[config.mk]
export PLATFORM = sky130hd
export DESIGN_NAME = ppc_timer
export DESIGN_NICKNAME = d
export VERILOG_FILES = /design/src/rtl/ppc_pkg.sv /design/src/rtl/ppc_prescaler.sv /design/src/rtl/ppc_axil_slave.sv /design/src/rtl/ppc_timer.sv
export SDC_FILE = /design/constraint.sdc
export NUM_CORES = 1
export LEC_CHECK = 0
export BUFFER_PORTS_ARGS = -buffer_cell sky130_fd_sc_hd__buf_2
export CAP_MARGIN = 40
export CORE_ASPECT_RATIO = 2
export CORE_MARGIN = 2
export CORE_UTILIZATION = 30
export CTS_CLUSTER_SIZE = 25
export DETAILED_ROUTE_END_ITERATION = 12
export GPL_ROUTABILITY_DRIVEN = 0
export PLACE_DENSITY = 0.45
export SLEW_MARGIN = 20
export SYNTH_ARGS = -nofsm -noshare
export SYNTH_HDL_FRONTEND = slang
export SYNTH_HIERARCHICAL = 1
export SYNTH_SLANG_ARGS = --single-unit
[constraint.sdc]
create_clock -name aclk -period 2.6 [get_ports aclk]
set_input_delay 0.26 -clock aclk [delete_from_list [all_inputs] [get_ports aclk]]
set_output_delay 0.26 -clock aclk [all_outputs]
set_load 0.05 [all_outputs]
[src/rtl/ppc_pkg.sv]
// pulse period capture timer: shared constants, register map and bus carriers
// assumes a 50 MHz aclk and an AXI4-Lite master on the register side
package ppc_pkg;

  //////////////////////////////////////////////////////////////////////////////
  // register indexes; byte address is four times the index
  localparam int          ADDR_W    = 20;
  localparam int          IDX_W     = 18;
  localparam logic [17:0] IDX_START = 18'h0F030;
  localparam logic [17:0] IDX_CTRL  = 18'h0F040;
  localparam logic [17:0] IDX_MODE  = 18'h0F041;
  localparam logic [17:0] IDX_IO    = 18'h0F042;
  localparam logic [17:0] IDX_IEN   = 18'h0F044;
  localparam logic [17:0] IDX_STAT  = 18'h0F045;
  localparam logic [17:0] IDX_CNT   = 18'h0F046;
  localparam logic [17:0] IDX_CAPT  = 18'h0F048;

  //////////////////////////////////////////////////////////////////////////////
  // field positions and codes
  localparam int        RUN_BIT       = 1;
  localparam int        PSC_LSB       = 0;
  localparam int        EDGE_LSB      = 3;
  localparam int        CCLR_LSB      = 5;
  localparam int        MODE_LSB      = 0;
  localparam int        IOA_LSB       = 0;
  localparam int        OVF_BIT       = 4;
  localparam int        CAPF_BIT      = 0;
  localparam int        OVF_IEN_BIT   = 4;
  localparam int        CAP_IEN_BIT   = 0;
  localparam logic [2:0] PSC_DIV256    = 3'h6;
  localparam logic [1:0] EDGE_RISE     = 2'h0;
  localparam logic [1:0] CCLR_CAPT_A   = 2'h1;
  localparam logic [1:0] MODE_NORMAL   = 2'h0;
  localparam logic [3:0] IOA_CAPT_RISE = 4'h8;
  localparam logic [1:0] RESP_OKAY     = 2'h0;
  localparam logic [1:0] RESP_SLVERR   = 2'h2;

  //////////////////////////////////////////////////////////////////////////////
  // reset values and counter maximum
  localparam logic [7:0]  RST_REG8  = 8'h00;
  localparam logic [15:0] RST_CNT   = 16'h0000;
  localparam logic [15:0] CNT_MAX   = 16'hFFFF;

  //////////////////////////////////////////////////////////////////////////////
  // timing: counter input clock is aclk divided by 256
  localparam int CLK_PERIOD_NS = 20;
  localparam int DIV_RATIO     = 256;
  localparam int TICK_NS       = DIV_RATIO * CLK_PERIOD_NS;
  localparam int TICK_CYCLES   = TICK_NS / CLK_PERIOD_NS;

  typedef enum logic [3:0] {
    REG_NONE, REG_START, REG_CTRL, REG_MODE, REG_IO,
    REG_IEN, REG_STAT, REG_CNT, REG_CAPT
  } ppc_reg_t;

  typedef struct packed {
    logic [ADDR_W-1:0] addr;
    logic [31:0]       data;
    logic [3:0]        strb;
  } ppc_wr_t;

  function automatic ppc_reg_t ppc_decode(input logic [ADDR_W-1:0] a);
    ppc_reg_t r;
    r = REG_NONE;
    if (a[1:0] == 2'h0) begin
      case (a[ADDR_W-1:2])
        IDX_START: r = REG_START;
        IDX_CTRL:  r = REG_CTRL;
        IDX_MODE:  r = REG_MODE;
        IDX_IO:    r = REG_IO;
        IDX_IEN:   r = REG_IEN;
        IDX_STAT:  r = REG_STAT;
        IDX_CNT:   r = REG_CNT;
        IDX_CAPT:  r = REG_CAPT;
        default:   r = REG_NONE;
      endcase
    end
    return r;
  endfunction : ppc_decode

endpackage : ppc_pkg

[src/rtl/ppc_prescaler.sv]
// pulse period capture timer: divide-by-256 count enable
// assumes en comes from logic on aclk
`timescale 1ns/1ps
`default_nettype none
module ppc_prescaler
  import ppc_pkg::*;
(
  // clock and reset
  input  wire logic aclk,
  input  wire logic aresetn,
  // control
  input  wire logic en,
  output logic      tick
);

  logic [7:0] div_cnt;
  logic [7:0] next_div_cnt;
  logic       next_tick;

  always_comb begin
    next_div_cnt = 8'h00;
    next_tick    = 1'b0;
    if (en) begin
      next_div_cnt = div_cnt + 8'h01;
      next_tick    = (div_cnt == 8'(TICK_CYCLES - 1));
    end
  end

  always_ff @(posedge aclk) begin
    if (!aresetn) begin
      div_cnt <= 8'h00;
      tick    <= 1'b0;
    end else begin
      div_cnt <= next_div_cnt;
      tick    <= next_tick;
    end
  end

endmodule : ppc_prescaler
`default_nettype wire

[src/rtl/ppc_axil_slave.sv]
// pulse period capture timer: AXI4-Lite slave front end
// assumes rd_data/rd_err answer combinationally to rd_addr, wr_err to wr_req
`timescale 1ns/1ps
`default_nettype none
module ppc_axil_slave
  import ppc_pkg::*;
(
  // clock and reset
  input  wire logic              aclk,
  input  wire logic              aresetn,
  // write channels
  input  wire logic [ADDR_W-1:0] awaddr,
  input  wire logic              awvalid,
  output logic                   awready,
  input  wire logic [31:0]       wdata,
  input  wire logic [3:0]        wstrb,
  input  wire logic              wvalid,
  output logic                   wready,
  output logic [1:0]             bresp,
  output logic                   bvalid,
  input  wire logic              bready,
  // read channels
  input  wire logic [ADDR_W-1:0] araddr,
  input  wire logic              arvalid,
  output logic                   arready,
  output logic [31:0]            rdata,
  output logic [1:0]             rresp,
  output logic                   rvalid,
  input  wire logic              rready,
  // register file side
  output ppc_wr_t                wr_req,
  output logic                   wr_en,
  input  wire logic              wr_err,
  output logic [ADDR_W-1:0]      rd_addr,
  output logic                   rd_en,
  input  wire logic [31:0]       rd_data,
  input  wire logic              rd_err
);

  logic    aw_full, w_full, next_aw_full, next_w_full;
  logic    next_bvalid, next_rvalid;
  logic [1:0] next_bresp, next_rresp;
  logic [31:0] next_rdata;
  ppc_wr_t next_wr_req;

  assign awready = !aw_full && !bvalid;
  assign wready  = !w_full && !bvalid;
  assign arready = !rvalid;
  assign wr_en   = aw_full && w_full && !bvalid;
  assign rd_addr = araddr;
  assign rd_en   = arvalid && arready;

  always_comb begin
    next_wr_req = wr_req;
    next_aw_full = aw_full;
    next_w_full  = w_full;
    next_bvalid  = bvalid && !bready;
    next_bresp   = bresp;
    next_rvalid  = rvalid && !rready;
    next_rdata   = rdata;
    next_rresp   = rresp;
    if (awvalid && awready) begin
      next_aw_full     = 1'b1;
      next_wr_req.addr = awaddr;
    end
    if (wvalid && wready) begin
      next_w_full      = 1'b1;
      next_wr_req.data = wdata;
      next_wr_req.strb = wstrb;
    end
    if (wr_en) begin
      next_aw_full = 1'b0;
      next_w_full  = 1'b0;
      next_bvalid  = 1'b1;
      next_bresp   = wr_err ? RESP_SLVERR : RESP_OKAY;
    end
    if (rd_en) begin
      next_rvalid = 1'b1;
      next_rdata  = rd_data;
      next_rresp  = rd_err ? RESP_SLVERR : RESP_OKAY;
    end
  end

  always_ff @(posedge aclk) begin
    if (!aresetn) begin
      wr_req  <= '0;
      aw_full <= 1'b0;
      w_full  <= 1'b0;
      bvalid  <= 1'b0;
      bresp   <= RESP_OKAY;
      rvalid  <= 1'b0;
      rdata   <= 32'h00000000;
      rresp   <= RESP_OKAY;
    end else begin
      wr_req  <= next_wr_req;
      aw_full <= next_aw_full;
      w_full  <= next_w_full;
      bvalid  <= next_bvalid;
      bresp   <= next_bresp;
      rvalid  <= next_rvalid;
      rdata   <= next_rdata;
      rresp   <= next_rresp;
    end
  end

endmodule : ppc_axil_slave
`default_nettype wire

[src/rtl/ppc_timer.sv]
// pulse period capture timer: one 16-bit channel measuring pulse periods
// assumes an AXI4-Lite master, 50 MHz aclk and an asynchronous capture pin
//
// Functional notes
// RULE1 - prescale field 110 advances the counter once per 256 system clocks
// RULE2 - clock-edge field 00 counts on the rising edge of the input clock
// RULE3 - clear-source field 01 clears the counter on each channel A capture
// RULE4 - mode field 00 selects normal operation
// RULE5 - I/O field 1000 makes channel A capture on rising pin edges
// RULE6 - counter runs only while the run bit is set, else holds
// RULE7 - the 16-bit counter is readable and writable by software
// RULE8 - each capture copies the counter into the 16-bit capture register
// RULE9 - separate enables gate overflow and capture flags onto requests
// RULE10 - status holds overflow and capture flags that source the requests
// RULE11 - period equals captured count times the counter input clock period
// RULE12 - overflow flag sets on FFFF to 0000, cleared by read-1 then write-0
// RULE13 - capture flag sets on capture, cleared by read-1 then write-0 only
// RULE14 - counter resets to 0000 and is accessed only as a whole 16-bit word
// RULE15 - capture pin is synchronised before edge detection, one capture per edge
// RULE16 - capture takes the pre-clear value when it meets an increment
`timescale 1ns/1ps
`default_nettype none
module ppc_timer
  import ppc_pkg::*;
(
  // clock and reset
  input  wire logic              aclk,
  input  wire logic              aresetn,
  // AXI4-Lite write address
  input  wire logic [ADDR_W-1:0] s_axi_awaddr,
  input  wire logic              s_axi_awvalid,
  output logic                   s_axi_awready,
  // AXI4-Lite write data
  input  wire logic [31:0]       s_axi_wdata,
  input  wire logic [3:0]        s_axi_wstrb,
  input  wire logic              s_axi_wvalid,
  output logic                   s_axi_wready,
  // AXI4-Lite write response
  output logic [1:0]             s_axi_bresp,
  output logic                   s_axi_bvalid,
  input  wire logic              s_axi_bready,
  // AXI4-Lite read address
  input  wire logic [ADDR_W-1:0] s_axi_araddr,
  input  wire logic              s_axi_arvalid,
  output logic                   s_axi_arready,
  // AXI4-Lite read data
  output logic [31:0]            s_axi_rdata,
  output logic [1:0]             s_axi_rresp,
  output logic                   s_axi_rvalid,
  input  wire logic              s_axi_rready,
  // external pulse
  input  wire logic              capture_input_pin,
  // interrupt requests
  output logic                   overflow_irq_request,
  output logic                   capture_a_irq_request
);

  ////////////////////////////////////////////////////////////////////////////
  // register storage
  logic [7:0]  timer_start_control;
  logic [7:0]  channel_clock_clear_control;
  logic [7:0]  channel_operating_mode;
  logic [7:0]  channel_io_function_control;
  logic [7:0]  channel_interrupt_enables;
  logic [15:0] channel_counter;
  logic [15:0] channel_a_capture_reg;
  logic        overflow_flag;
  logic        capture_a_flag;
  logic        ovf_read_armed;
  logic        capf_read_armed;

  logic [7:0]  next_start, next_ctrl, next_mode, next_io, next_ien;
  logic [15:0] next_counter;
  logic [15:0] next_capture;
  logic        next_overflow_flag, next_capture_a_flag;
  logic        next_ovf_armed, next_capf_armed;
  logic        next_ovf_irq, next_cap_irq;

  ////////////////////////////////////////////////////////////////////////////
  // bus front end
  ppc_wr_t           wr_req;
  logic              wr_en;
  logic              wr_err;
  logic [ADDR_W-1:0] rd_addr;
  logic              rd_en;
  logic [31:0]       rd_data;
  logic              rd_err;
  ppc_reg_t          wr_sel;
  ppc_reg_t          rd_sel;

  ppc_axil_slave u_bus (
    .aclk    (aclk),
    .aresetn (aresetn),
    .awaddr  (s_axi_awaddr),
    .awvalid (s_axi_awvalid),
    .awready (s_axi_awready),
    .wdata   (s_axi_wdata),
    .wstrb   (s_axi_wstrb),
    .wvalid  (s_axi_wvalid),
    .wready  (s_axi_wready),
    .bresp   (s_axi_bresp),
    .bvalid  (s_axi_bvalid),
    .bready  (s_axi_bready),
    .araddr  (s_axi_araddr),
    .arvalid (s_axi_arvalid),
    .arready (s_axi_arready),
    .rdata   (s_axi_rdata),
    .rresp   (s_axi_rresp),
    .rvalid  (s_axi_rvalid),
    .rready  (s_axi_rready),
    .wr_req  (wr_req),
    .wr_en   (wr_en),
    .wr_err  (wr_err),
    .rd_addr (rd_addr),
    .rd_en   (rd_en),
    .rd_data (rd_data),
    .rd_err  (rd_err)
  );

  assign wr_sel = ppc_decode(wr_req.addr);
  assign rd_sel = ppc_decode(rd_addr);
  assign wr_err = (wr_sel == REG_NONE);
  assign rd_err = (rd_sel == REG_NONE);

  ////////////////////////////////////////////////////////////////////////////
  // capture pin synchroniser and rising edge detect
  logic pin_meta, pin_sync, pin_prev;
  logic pin_rise;

  always_ff @(posedge aclk) begin
    if (!aresetn) begin
      pin_meta <= 1'b0;
      pin_sync <= 1'b0;
      pin_prev <= 1'b0;
    end else begin
      pin_meta <= capture_input_pin; // [RULE15]
      pin_sync <= pin_meta;
      pin_prev <= pin_sync;
    end
  end

  assign pin_rise = pin_sync && !pin_prev; // [RULE15]

  ////////////////////////////////////////////////////////////////////////////
  // field decode and count enable
  logic       run;
  logic [2:0] psc_sel;
  logic [1:0] edge_sel;
  logic [1:0] clear_sel;
  logic [1:0] op_mode;
  logic [3:0] chan_a_func;
  logic       count_en;
  logic       tick;
  logic       capture;
  logic       capture_clear;
  logic       count_step;
  logic       wrap;

  assign run         = timer_start_control[RUN_BIT];
  assign psc_sel     = channel_clock_clear_control[PSC_LSB +: 3];
  assign edge_sel    = channel_clock_clear_control[EDGE_LSB +: 2];
  assign clear_sel   = channel_clock_clear_control[CCLR_LSB +: 2];
  assign op_mode     = channel_operating_mode[MODE_LSB +: 2];
  assign chan_a_func = channel_io_function_control[IOA_LSB +: 4];

  // only the documented prescale, edge and mode setup counts; other selections of these fields hold the counter
  assign count_en = run                       // [RULE6]
                 && (psc_sel == PSC_DIV256)   // [RULE1]
                 && (edge_sel == EDGE_RISE)   // [RULE2]
                 && (op_mode == MODE_NORMAL); // [RULE4]

  ppc_prescaler u_div (
    .aclk    (aclk),
    .aresetn (aresetn),
    .en      (count_en),
    .tick    (tick)
  );

  assign capture       = pin_rise && (chan_a_func == IOA_CAPT_RISE); // [RULE5]
  assign capture_clear = capture && (clear_sel == CCLR_CAPT_A);     // [RULE3]
  assign count_step    = tick && count_en;                          // [RULE1]
  assign wrap          = count_step && !capture_clear
                      && (channel_counter == CNT_MAX);              // [RULE12]

  ////////////////////////////////////////////////////////////////////////////
  // register write, counter and flag next state
  logic wr_lo, wr_word, wr_stat;

  assign wr_lo   = wr_en && wr_req.strb[0];
  assign wr_word = wr_en && (wr_req.strb[1:0] == 2'h3); // [RULE14]
  assign wr_stat = wr_lo && (wr_sel == REG_STAT);

  always_comb begin
    next_start          = timer_start_control;
    next_ctrl           = channel_clock_clear_control;
    next_mode           = channel_operating_mode;
    next_io             = channel_io_function_control;
    next_ien            = channel_interrupt_enables;
    next_counter        = channel_counter;
    next_capture        = channel_a_capture_reg;
    next_overflow_flag  = overflow_flag;
    next_capture_a_flag = capture_a_flag;
    next_ovf_armed      = ovf_read_armed;
    next_capf_armed     = capf_read_armed;
    if (wr_lo) begin
      case (wr_sel)
        REG_START: next_start = wr_req.data[7:0];
        REG_CTRL:  next_ctrl  = wr_req.data[7:0];
        REG_MODE:  next_mode  = wr_req.data[7:0];
        REG_IO:    next_io    = wr_req.data[7:0];
        REG_IEN:   next_ien   = wr_req.data[7:0];
        default:   next_start = timer_start_control;
      endcase
    end
    // a flag seen as 1 by a read arms its write-0 clear
    if (rd_en && rd_sel == REG_STAT) begin
      next_ovf_armed  = ovf_read_armed || overflow_flag;   // [RULE12]
      next_capf_armed = capf_read_armed || capture_a_flag; // [RULE13]
    end
    if (wr_stat && !wr_req.data[OVF_BIT] && ovf_read_armed) begin
      next_overflow_flag = 1'b0; // [RULE12]
      next_ovf_armed     = 1'b0;
    end
    if (wr_stat && !wr_req.data[CAPF_BIT] && capf_read_armed) begin
      next_capture_a_flag = 1'b0; // [RULE13]
      next_capf_armed     = 1'b0;
    end
    // hardware events win over a clear in the same cycle
    if (wrap) begin
      next_overflow_flag = 1'b1; // [RULE12]
    end
    if (capture) begin
      next_capture_a_flag = 1'b1; // [RULE13]
    end
    // counter: capture clear beats a software write, which beats a step
    if (capture_clear) begin
      next_counter = RST_CNT; // [RULE3] [RULE16]
    end else if (wr_word && wr_sel == REG_CNT) begin
      next_counter = wr_req.data[15:0]; // [RULE7] [RULE14]
    end else if (count_step) begin
      next_counter = channel_counter + 16'h0001; // [RULE1] [RULE11]
    end
    if (capture) begin
      next_capture = channel_counter; // [RULE8] [RULE16]
    end else if (wr_word && wr_sel == REG_CAPT) begin
      next_capture = wr_req.data[15:0]; // [RULE8]
    end
    next_ovf_irq = overflow_flag && channel_interrupt_enables[OVF_IEN_BIT];  // [RULE9] [RULE10]
    next_cap_irq = capture_a_flag && channel_interrupt_enables[CAP_IEN_BIT]; // [RULE9] [RULE10]
  end

  always_ff @(posedge aclk) begin
    if (!aresetn) begin
      timer_start_control         <= RST_REG8;
      channel_clock_clear_control <= RST_REG8;
      channel_operating_mode      <= RST_REG8;
      channel_io_function_control <= RST_REG8;
      channel_interrupt_enables   <= RST_REG8;
      channel_counter             <= RST_CNT; // [RULE14]
      channel_a_capture_reg       <= RST_CNT;
      overflow_flag               <= 1'b0;
      capture_a_flag              <= 1'b0;
      ovf_read_armed              <= 1'b0;
      capf_read_armed             <= 1'b0;
      overflow_irq_request        <= 1'b0;
      capture_a_irq_request       <= 1'b0;
    end else begin
      timer_start_control         <= next_start;
      channel_clock_clear_control <= next_ctrl;
      channel_operating_mode      <= next_mode;
      channel_io_function_control <= next_io;
      channel_interrupt_enables   <= next_ien;
      channel_counter             <= next_counter;
      channel_a_capture_reg       <= next_capture;
      overflow_flag               <= next_overflow_flag;
      capture_a_flag              <= next_capture_a_flag;
      ovf_read_armed              <= next_ovf_armed;
      capf_read_armed             <= next_capf_armed;
      overflow_irq_request        <= next_ovf_irq;
      capture_a_irq_request       <= next_cap_irq;
    end
  end

  ////////////////////////////////////////////////////////////////////////////
  // read multiplexer
  logic [7:0] status_byte;

  always_comb begin
    status_byte           = 8'h00;
    status_byte[OVF_BIT]  = overflow_flag;
    status_byte[CAPF_BIT] = capture_a_flag;
    rd_data               = 32'h00000000;
    case (rd_sel)
      REG_START: rd_data[7:0]  = timer_start_control;
      REG_CTRL:  rd_data[7:0]  = channel_clock_clear_control;
      REG_MODE:  rd_data[7:0]  = channel_operating_mode;
      REG_IO:    rd_data[7:0]  = channel_io_function_control;
      REG_IEN:   rd_data[7:0]  = channel_interrupt_enables;
      REG_STAT:  rd_data[7:0]  = status_byte;
      REG_CNT:   rd_data[15:0] = channel_counter;       // [RULE7]
      REG_CAPT:  rd_data[15:0] = channel_a_capture_reg; // [RULE8]
      default:   rd_data       = 32'h00000000;
    endcase
  end

endmodule : ppc_timer
`default_nettype wire

==> impl_metrics.env, run 1 <==
export IMPL_outcome="complete, no violations"
export IMPL_critPathKind="flop to flop"
export IMPL_firstDrtPassIters=4
export IMPL_vias=6644
export IMPL_cts_buffers=17
export IMPL_largest_register="u_bus/wr_req"
export IMPL_die_y_um=233
export IMPL_vdd_drop_max_mv=0.341
export IMPL_reg_top3="u_bus/wr_req (38), u_bus/rdata (32)"
export IMPL_postCtsSetupRepairBufs=0
export IMPL_path_cells="nand3b_1, inv_1, nor4bb_2, nand4_2, or4_4, or2_1, buf_4, a211oi_1"
export IMPL_r2r_start="u_bus/bvalid"
export IMPL_grt_pass1_vias=6320
export IMPL_ant_nets=0
export IMPL_port_buffers=106
export IMPL_totalWireLength_mm=22.1
export IMPL_grt_max_degree=78
export IMPL_p_sw_w=0.00146
export IMPL_end_kind="flop"
export IMPL_slew_violations=0
export IMPL_syn2layout_area_growth_pct=17.9
export IMPL_max_slew_margin_pct=54.6
export IMPL_insertion_delay_ps=450
export IMPL_cts_root_buf="clkbuf_16"
export IMPL_r2r_end="channel_counter[14]"
export IMPL_rows=84
export IMPL_cp_slowest_stage_delay_ps=460
export IMPL_min_period_ps=2420
export IMPL_fin_crit_sh_pct=93.0
export IMPL_gr_usage_all_layers_pct=16.0
export IMPL_fp_dieW_um=119
export IMPL_synthCells=915
export IMPL_largest_reg_flops=38
export IMPL_fin_worst_skew_ps=9.19
export IMPL_slowest_stage="or4_4"
export IMPL_cts_tree="built"
export IMPL_antenna_found_initial=0
export IMPL_hold_violations=0
export IMPL_ys_warn_count=6
export IMPL_cts_max_level=4
export IMPL_maxCapViolCount=0
export IMPL_core_mm2=0.0261
export IMPL_max_freq_ghz=0.414
export IMPL_syn_area_mm2=0.00790
export IMPL_worstMarginPinSlew_ps=681
export IMPL_drt_iter0_markers=345
export IMPL_ioPinCount=127
export IMPL_detailedPlace_worstSlack_ps=-62.8
export IMPL_cell_internal_pwr_w=0.00432
export IMPL_hold_buffers=0
export IMPL_hold_slack_ps=21.0
export IMPL_switching_share_pct=25.3
export IMPL_setup_viol=0
export IMPL_crit_end="channel_counter[14]"
export IMPL_power_share_clock_pct=45.6
export IMPL_holdCritPathClass="primary input to flop"
export IMPL_drive_gt1_share_pct=20.4
export IMPL_startpoint="u_bus/bvalid"
export IMPL_power_total_w=0.00578
export IMPL_path_clk_slew_ps=60
export IMPL_r2r_slack_ps=180
export IMPL_rr_worst_depth=8
export IMPL_grt_overflow_total=0
export IMPL_cts_resized_gates=0
export IMPL_fin_nets=1081
export IMPL_remaining_drc_errors=0
export IMPL_wl_per_cell_um=16.3
export IMPL_rsz0062_at_grt="false"
export IMPL_place_inst=1320
export IMPL_seqPwrFrac_pct=46.6
export IMPL_stdcell_count=1352
export IMPL_leakagePower_nw=3.50
export IMPL_crit_arrival_ps=2780
export IMPL_initial_core_util_pct=30.3
export IMPL_cts_sinks=166
export IMPL_antenna_cells=0
export IMPL_power_density_mw_per_mm2=621
export IMPL_startpoint_type="flop"
export IMPL_worst_ep_required_time_ps=2960
export IMPL_comb_power_share_pct=7.8
export IMPL_avgSynthCellArea_um2=8.63
export IMPL_grt_pass1_wl_mm=34.5
export IMPL_timing_final_ws_setup_ps=183
export IMPL_crit_fanout=15
export IMPL_cts_path_max_buffers=2
export IMPL_via_per_inst=4.91
export IMPL_hpwl_mm=15.9
export IMPL_die_area_mm2=0.0277
-- placed cells by master, fill, tap and decap left out, drive strengths merged, types with 6 or more instances in the layout --
master,instances
clkinv,6
and2,9
nor3,29
clkbuf,20
inv,9
or3,8
mux2i,47
and3,9
o221ai,7
mux2,8
nor2,39
xnor2,9
conb,18
xor2,12
a211oi,17
a21oi,42
dfxtp,166
o21ai,82
and4,8
a22o,8
a22oi,12
nand3,70
buf,136
nand2,123
a21boi,34
nand4,14
-- worst min path at each step --
stage                 startpoint  endpoint  slack, ps  depth (start not counted)
3_3_place_gp            pin_meta  pin_sync        420                          1
3_5_place_dp            pin_meta  pin_sync        440                          1
5_1_grt        capture_input_pin  pin_meta          9                          2
6_report       capture_input_pin  pin_meta         20                          2
4_1_cts        capture_input_pin  pin_meta        0.5                          2
2_1_floorplan  capture_input_pin  pin_meta        390                          1
-- worst max-delay path, delay by kind of cell (launching register included) --
family | cells | cell delay [ps]
flops | 1 | 370
compound gates | 1 | 230
buf+inv | 2 | 350
simple gates | 5 | 1380
-- per-layer routing --
layer	GRT usage [%]	vias up	share of wire, %
met4	9.19	0	4.2
met2	27.6	122	50
met1	18.4	3087	42
met5	0	-	0
li1	-	3386	-
met3	3.30	49	3.3
-- area by class of cell --
type / count / area (µm²)
Clock buffer: 20 / 457
Clock inverter: 12 / 153
Fill cell: 2836 / 16800
Inverter: 10 / 37.5
Multi-Input combinational cell: 664 / 4110
Sequential cell: 166 / 3330
Tap cell: 344 / 430
Timing Repair Buffer: 136 / 796
-- through the flow --
step	cell area, µm²	setup TNS, ps	util, %
after detailed placement	8700	-157	33.4
after global placement	8700	0	33.4
after floorplan	7960	0	-
final	9310	0	35.7
after global routing	9310	0	35.7
after CTS	9310	0	35.7
-- power by group through the flow --
stage | Combinational (W) | Clock (W) | Sequential (W)
after floorplan | 0.000302 | 0 | 0.00278
after global placement | 0.000454 | 0 | 0.00275
after detailed placement | 0.000457 | 0 | 0.00275
after CTS | 0.000458 | 0.00271 | 0.00269
after global routing | 0.000502 | 0.00281 | 0.00270
final | 0.000453 | 0.00264 | 0.00269
No activity file was read; power rests on OpenSTA's default activity.
==> inputs of run 2 (changes only) <==
--- a/config.mk
+++ b/config.mk
@@ -10,6 +10,7 @@
 export CORE_ASPECT_RATIO = 2
 export CORE_MARGIN = 2
 export CORE_UTILIZATION = 30
+export CTS_BUF_LIST = sky130_fd_sc_hd__clkbuf_8 sky130_fd_sc_hd__clkbuf_16
 export CTS_CLUSTER_SIZE = 25
 export DETAILED_ROUTE_END_ITERATION = 12
 export GPL_ROUTABILITY_DRIVEN = 0
==> run 2 against run 1 <==
Net effect: cell area did not move; fmax barely moved; wire length did not move; utilization did not move; hold slack did not move; final cell count did not move; first-iteration DRC count did not move; die area did not move; setup slack barely moved; sequential share of layout area did not move; via count did not move; clock skew barely moved.
==> impl_metrics.env, run 2 (same netlist as run 1, synthesis figures left out) <==
export IMPL_totalWireLength_mm=22.1
export IMPL_die_area_mm2=0.0277
export IMPL_cts_path_max_buffers=2
export IMPL_min_period_ps=2420
export IMPL_top_usage_layer="met2"
export IMPL_via_per_inst=4.91
export IMPL_grt_pass1_wl_mm=34.5
export IMPL_multi_input_area_mm2=0.00411
export IMPL_reg_top3="u_bus/wr_req (38), u_bus/rdata (32)"
export IMPL_grt_max_degree=78
export IMPL_timing_final_ws_setup_ps=183
export IMPL_drt_iter0_markers=345
export IMPL_largest_register="u_bus/wr_req"
export IMPL_fin_nets=1081
export IMPL_port_buffers=106
export IMPL_insertion_delay_ps=450
export IMPL_gr_usage_all_layers_pct=16.0
export IMPL_fp_dieW_um=119
export IMPL_startpoint="u_bus/bvalid"
export IMPL_hold_violations=0
export IMPL_initial_core_util_pct=30.3
export IMPL_rr_worst_depth=8
export IMPL_ff_latch_area_mm2=0.00333
export IMPL_detailedPlace_worstSlack_ps=-62.8
export IMPL_cts_max_level=4
export IMPL_fin_crit_sh_pct=93.0
export IMPL_grt_overflow_total=0
export IMPL_rows=84
export IMPL_crit_end="channel_counter[14]"
export IMPL_r2r_start="u_bus/bvalid"
export IMPL_cts_buffers=17
export IMPL_setup_viol=0
export IMPL_core_mm2=0.0261
export IMPL_largest_reg_flops=38
export IMPL_crit_fanout=15
export IMPL_grt_pass1_vias=6320
export IMPL_holdCritPathClass="primary input to flop"
export IMPL_place_inst=1320
export IMPL_firstDrtPassIters=4
export IMPL_power_density_mw_per_mm2=620
export IMPL_gr_usage_met2_pct=27.6
export IMPL_drive_gt1_share_pct=20.4
export IMPL_r2r_end="channel_counter[14]"
export IMPL_cts_tree="built"
export IMPL_stdcell_count=1352
export IMPL_crit_arrival_ps=2780
export IMPL_fillers=2836
export IMPL_ant_nets=0
export IMPL_antenna_found_initial=0
export IMPL_worstMarginPinSlew_ps=681
export IMPL_dpl_instance_area_mm2=0.00870
export IMPL_hpwl_mm=15.9
export IMPL_final_cell_mix="dfxtp_1 (164), nand2_1 (123), buf_2 (105)"
export IMPL_critPathKind="flop to flop"
export IMPL_outcome="complete, no violations"
export IMPL_use_met3_pct=3.30
export IMPL_rsz0062_at_grt="false"
export IMPL_max_freq_ghz=0.414
export IMPL_end_kind="flop"
export IMPL_vdd_drop_max_mv=0.341
export IMPL_max_slew_margin_pct=54.6
export IMPL_wl_per_cell_um=16.3
export IMPL_final_area_mm2=0.00931
export IMPL_fin_worst_skew_ps=9.17
export IMPL_die_y_um=233
export IMPL_path_clk_slew_ps=60
export IMPL_leakagePower_nw=3.51
export IMPL_antenna_cells=0
export IMPL_cts_sinks=166
export IMPL_power_total_w=0.00578
export IMPL_postCtsSetupRepairBufs=0
export IMPL_slew_violations=0
export IMPL_worst_ep_required_time_ps=2960
export IMPL_met1_usage_pct=18.4
export IMPL_ioPinCount=127
export IMPL_syn2layout_area_growth_pct=17.9
export IMPL_vias=6644
export IMPL_cts_root_buf="clkbuf_16"
export IMPL_final_common_cell="dfxtp_1"
export IMPL_remaining_drc_errors=0
export IMPL_r2r_slack_ps=180
export IMPL_maxCapViolCount=0
export IMPL_startpoint_type="flop"
-- run 2: changes by cell type in the layout (fill, tap and decap cells not counted), sizes merged --
cell,delta
clkbuf,-1
inv,+1
-- run 2: what timing repair did --
item	in CTS	in global routing
gates resized for setup	0	2
setup endpoints to repair	0	4
hold buffers	0	0
-- run 2: worst min path at each step --
stage                            startpoint        to  slack, ps  cells past startpoint
after floorplan           capture_input_pin  pin_meta        390                      1
after global routing      capture_input_pin  pin_meta          9                      2
after global placement             pin_meta  pin_sync        420                      1
after detailed placement           pin_meta  pin_sync        440                      1
after CTS                 capture_input_pin  pin_meta        0.5                      2
final                     capture_input_pin  pin_meta         20                      2
-- run 2: power by group --
| group | internal, W | switching [W] | leakage [nW] | total [W] |
|---|---|---|---|---|
| registers | 0.00261 | 0.0000824 | 1.35 | 0.00269 |
| clock network | 0.00155 | 0.00108 | 0.292 | 0.00263 |
| logic | 0.000153 | 0.000300 | 1.87 | 0.000453 |
-- run 2: layout make-up --
class                   count  area share [%]
multi-input cells         664            44.2
flip-flops and latches    166            35.7
repair buffers            136            8.54
clock buffers              19            4.86
well taps                 344            4.62
clock inverters            13            1.68
inverters                  10           0.403
-- run 2: worst max-delay path: stages, from the launching register on --
cell	delay, ps
dfxtp_2	370
nand3b_1	230
inv_1	140
nor4bb_2	240
nand4_2	240
or4_4	460
or2_1	210
buf_4	210
a211oi_1	230
-- run 2: through the flow --
| step | setup TNS [ps] | utilization, % | hold slack [ps] |
|---|---|---|---|
| final | 0 | 35.7 | 21.0 |
| after global routing | 0 | 35.7 | 9.27 |
| after CTS | 0 | 35.7 | 0.534 |
| after detailed placement | -157 | 33.4 | 440 |
| after global placement | 0 | 33.4 | 423 |
| after floorplan | 0 | - | 387 |
-- run 2: metal layers --
layer	up-vias	routed length [µm]
met5	-	0
met1	3087	9340
met3	49	721
met2	122	11100
li1	3386	-
met4	0	935
==> inputs of run 3 (changes only) <==
--- a/config.mk
+++ b/config.mk
@@ -7,7 +7,7 @@
 export LEC_CHECK = 0
 export BUFFER_PORTS_ARGS = -buffer_cell sky130_fd_sc_hd__buf_2
 export CAP_MARGIN = 40
-export CORE_ASPECT_RATIO = 2
+export CORE_ASPECT_RATIO = 0.7
 export CORE_MARGIN = 2
 export CORE_UTILIZATION = 30
 export CTS_BUF_LIST = sky130_fd_sc_hd__clkbuf_8 sky130_fd_sc_hd__clkbuf_16
==> constraint.sdc (replaced) <==
create_clock -name aclk -period 2.09 [get_ports aclk]
set_input_delay 0.209 -clock aclk [delete_from_list [all_inputs] [get_ports aclk]]
set_output_delay 0.209 -clock aclk [all_outputs]
set_load 0.05 [all_outputs]
==> run 3 against run 2 <==
Net effect: global-route usage rose by 1.0 points; largest power group is now clock; critical endpoint unchanged; hold slack worse by 4.9 ps; cell area is 9.8% higher; fmax increased by 17%; critical path type unchanged; non-clock buffer count up 79; largest cell class unchanged.
==> impl_metrics.env, run 3 (same netlist as run 1, synthesis figures left out) <==
export IMPL_stdcell_count=1417
export IMPL_worst_ep_required_time_ps=2450
export IMPL_postCtsSetupRepairBufs=0
export IMPL_firstDrtPassIters=8
export IMPL_switching_share_pct=24.6
export IMPL_cts_buffers=17
export IMPL_core_mm2=0.0257
export IMPL_gr_usage_all_layers_pct=17.1
export IMPL_drt_iter0_markers=560
export IMPL_path_clk_slew_ps=70
export IMPL_die_y_um=140
export IMPL_cts_root_buf="clkbuf_16"
export IMPL_cts_path_max_buffers=2
export IMPL_final_common_cell="dfxtp_1"
export IMPL_fin_worst_skew_ps=9.39
export IMPL_cts_max_level=4
export IMPL_cell_internal_pwr_w=0.00578
export IMPL_remaining_drc_errors=0
export IMPL_holdCritPathClass="primary input to flop"
export IMPL_crit_fanout=15
export IMPL_finalSetupTns_ps=0
export IMPL_ioPinCount=127
export IMPL_cts_tree="built"
export IMPL_critPathKind="flop to flop"
export IMPL_fin_crit_sh_pct=98.6
export IMPL_hold_violations=0
export IMPL_syn2layout_area_growth_pct=29.4
export IMPL_worstMarginPinSlew_ps=691
export IMPL_fp_dieW_um=198
export IMPL_place_inst=1351
export IMPL_via_per_inst=4.98
export IMPL_final_util_pct=39.7
export IMPL_antenna_found_initial=0
export IMPL_wl_per_cell_um=16.3
export IMPL_port_buffers=106
export IMPL_startpoint_type="flop"
export IMPL_insertion_delay_ps=440
export IMPL_die_area_mm2=0.0277
export IMPL_setup_viol=0
export IMPL_totalWireLength_mm=23.1
export IMPL_power_total_w=0.00767
export IMPL_fin_nets=1160
export IMPL_vias=7062
export IMPL_grt_pass1_vias=6780
export IMPL_rsz0062_at_grt="true"
export IMPL_fillers=2645
export IMPL_slew_violations=0
export IMPL_initial_core_util_pct=30.7
export IMPL_largest_register="u_bus/wr_req"
export IMPL_power_density_mw_per_mm2=750
export IMPL_grt_overflow_total=0
export IMPL_hpwl_mm=15.9
export IMPL_r2r_slack_ps=30
export IMPL_grt_max_degree=85
export IMPL_antenna_cells=0
export IMPL_vdd_drop_max_mv=0.590
export IMPL_rows=49
export IMPL_crit_arrival_ps=2420
export IMPL_seqPwrFrac_pct=43.6
export IMPL_reg_top3="u_bus/wr_req (38), u_bus/rdata (32)"
export IMPL_maxCapViolCount=0
export IMPL_max_freq_ghz=0.485
export IMPL_grt_pass1_wl_mm=37.1
export IMPL_cts_sinks=166
export IMPL_leakagePower_nw=3.95
export IMPL_max_slew_margin_pct=53.9
export IMPL_drive_gt1_share_pct=24.1
export IMPL_comb_power_share_pct=8.9
export IMPL_ant_nets=0
export IMPL_outcome="complete, no violations"
export IMPL_power_share_clock_pct=47.4
export IMPL_final_cell_mix="dfxtp_1 (165), nand2_1 (123), buf_2 (105)"
export IMPL_end_kind="flop"
export IMPL_largest_reg_flops=38
export IMPL_p_sw_w=0.00188
export IMPL_min_period_ps=2060
-- run 3: area by class of cell --
cell class | count | area [µm²] | share of cell area (%)
multi-input cells | 664 | 4220 | 41.3
repair buffers | 215 | 1560 | 15.2
clock buffers | 18 | 439 | 4.30
inverters | 10 | 37.5 | 0.367
clock inverters | 13 | 229 | 2.24
well taps | 331 | 414 | 4.05
flip-flops and latches | 166 | 3330 | 32.5
-- run 3: metrics by stage --
stage	area, µm²	hold WS [ps]	setup WS [ps]
6_report	10200	16.1	30.1
3_3_place_gp	9120	431	-187
2_1_floorplan	8010	336	-300
3_5_place_dp	9120	430	-202
4_1_cts	10200	1.41	2.66
5_1_grt	10200	31.1	-95.8
-- run 3: final timing paths --
| check | startpoint | end | cells past startpoint |
|---|---|---|---|
| max | u_bus/bvalid | channel_counter[14] | 8 |
| max reg2reg | u_bus/bvalid | channel_counter[14] | 8 |
| min | s_axi_wstrb[1] | u_bus/wr_req[1] | 3 |
| min reg2reg | u_bus/rdata[19] | u_bus/rdata[19] | 2 |
-- run 3: repair_timing --
| action | CTS | global route |
|---|---|---|
| hold buffers | 35 | 0 |
| setup endpoints to repair | 3 | 63 |
| hold endpoints to repair | 35 | 0 |
| resized for setup | 6 | 10 |
| pin swaps | 1 | 3 |
-- run 3: per-layer routing --
| metal | track usage (%) | vias to the layer above | wire length [µm] |
|---|---|---|---|
| met1 | 26.4 | 3360 | 12600 |
| li1 | - | 3550 | - |
| met3 | 3.25 | 16 | 985 |
| met2 | 23.7 | 136 | 9310 |
| met5 | 0 | - | 0 |
| met4 | 4.39 | 0 | 223 |
-- run 3: power groups by stage --
stage	clock network (W)	logic [W]	registers [W]
after global placement	0	0.000630	0.00342
after global routing	0.00384	0.000751	0.00336
after CTS	0.00372	0.000683	0.00334
after detailed placement	0	0.000630	0.00342
final	0.00364	0.000685	0.00335
after floorplan	0	0.000380	0.00346
-- run 3: critical path, cell delays in order (launching register included) --
cell and delay, ps:
dfxtp_4 330, nand3b_1 170, inv_1 90, nor4bb_4 200
nand4_2 140, or4_4 440, or2_4 250, buf_12 160
a211oi_2 190
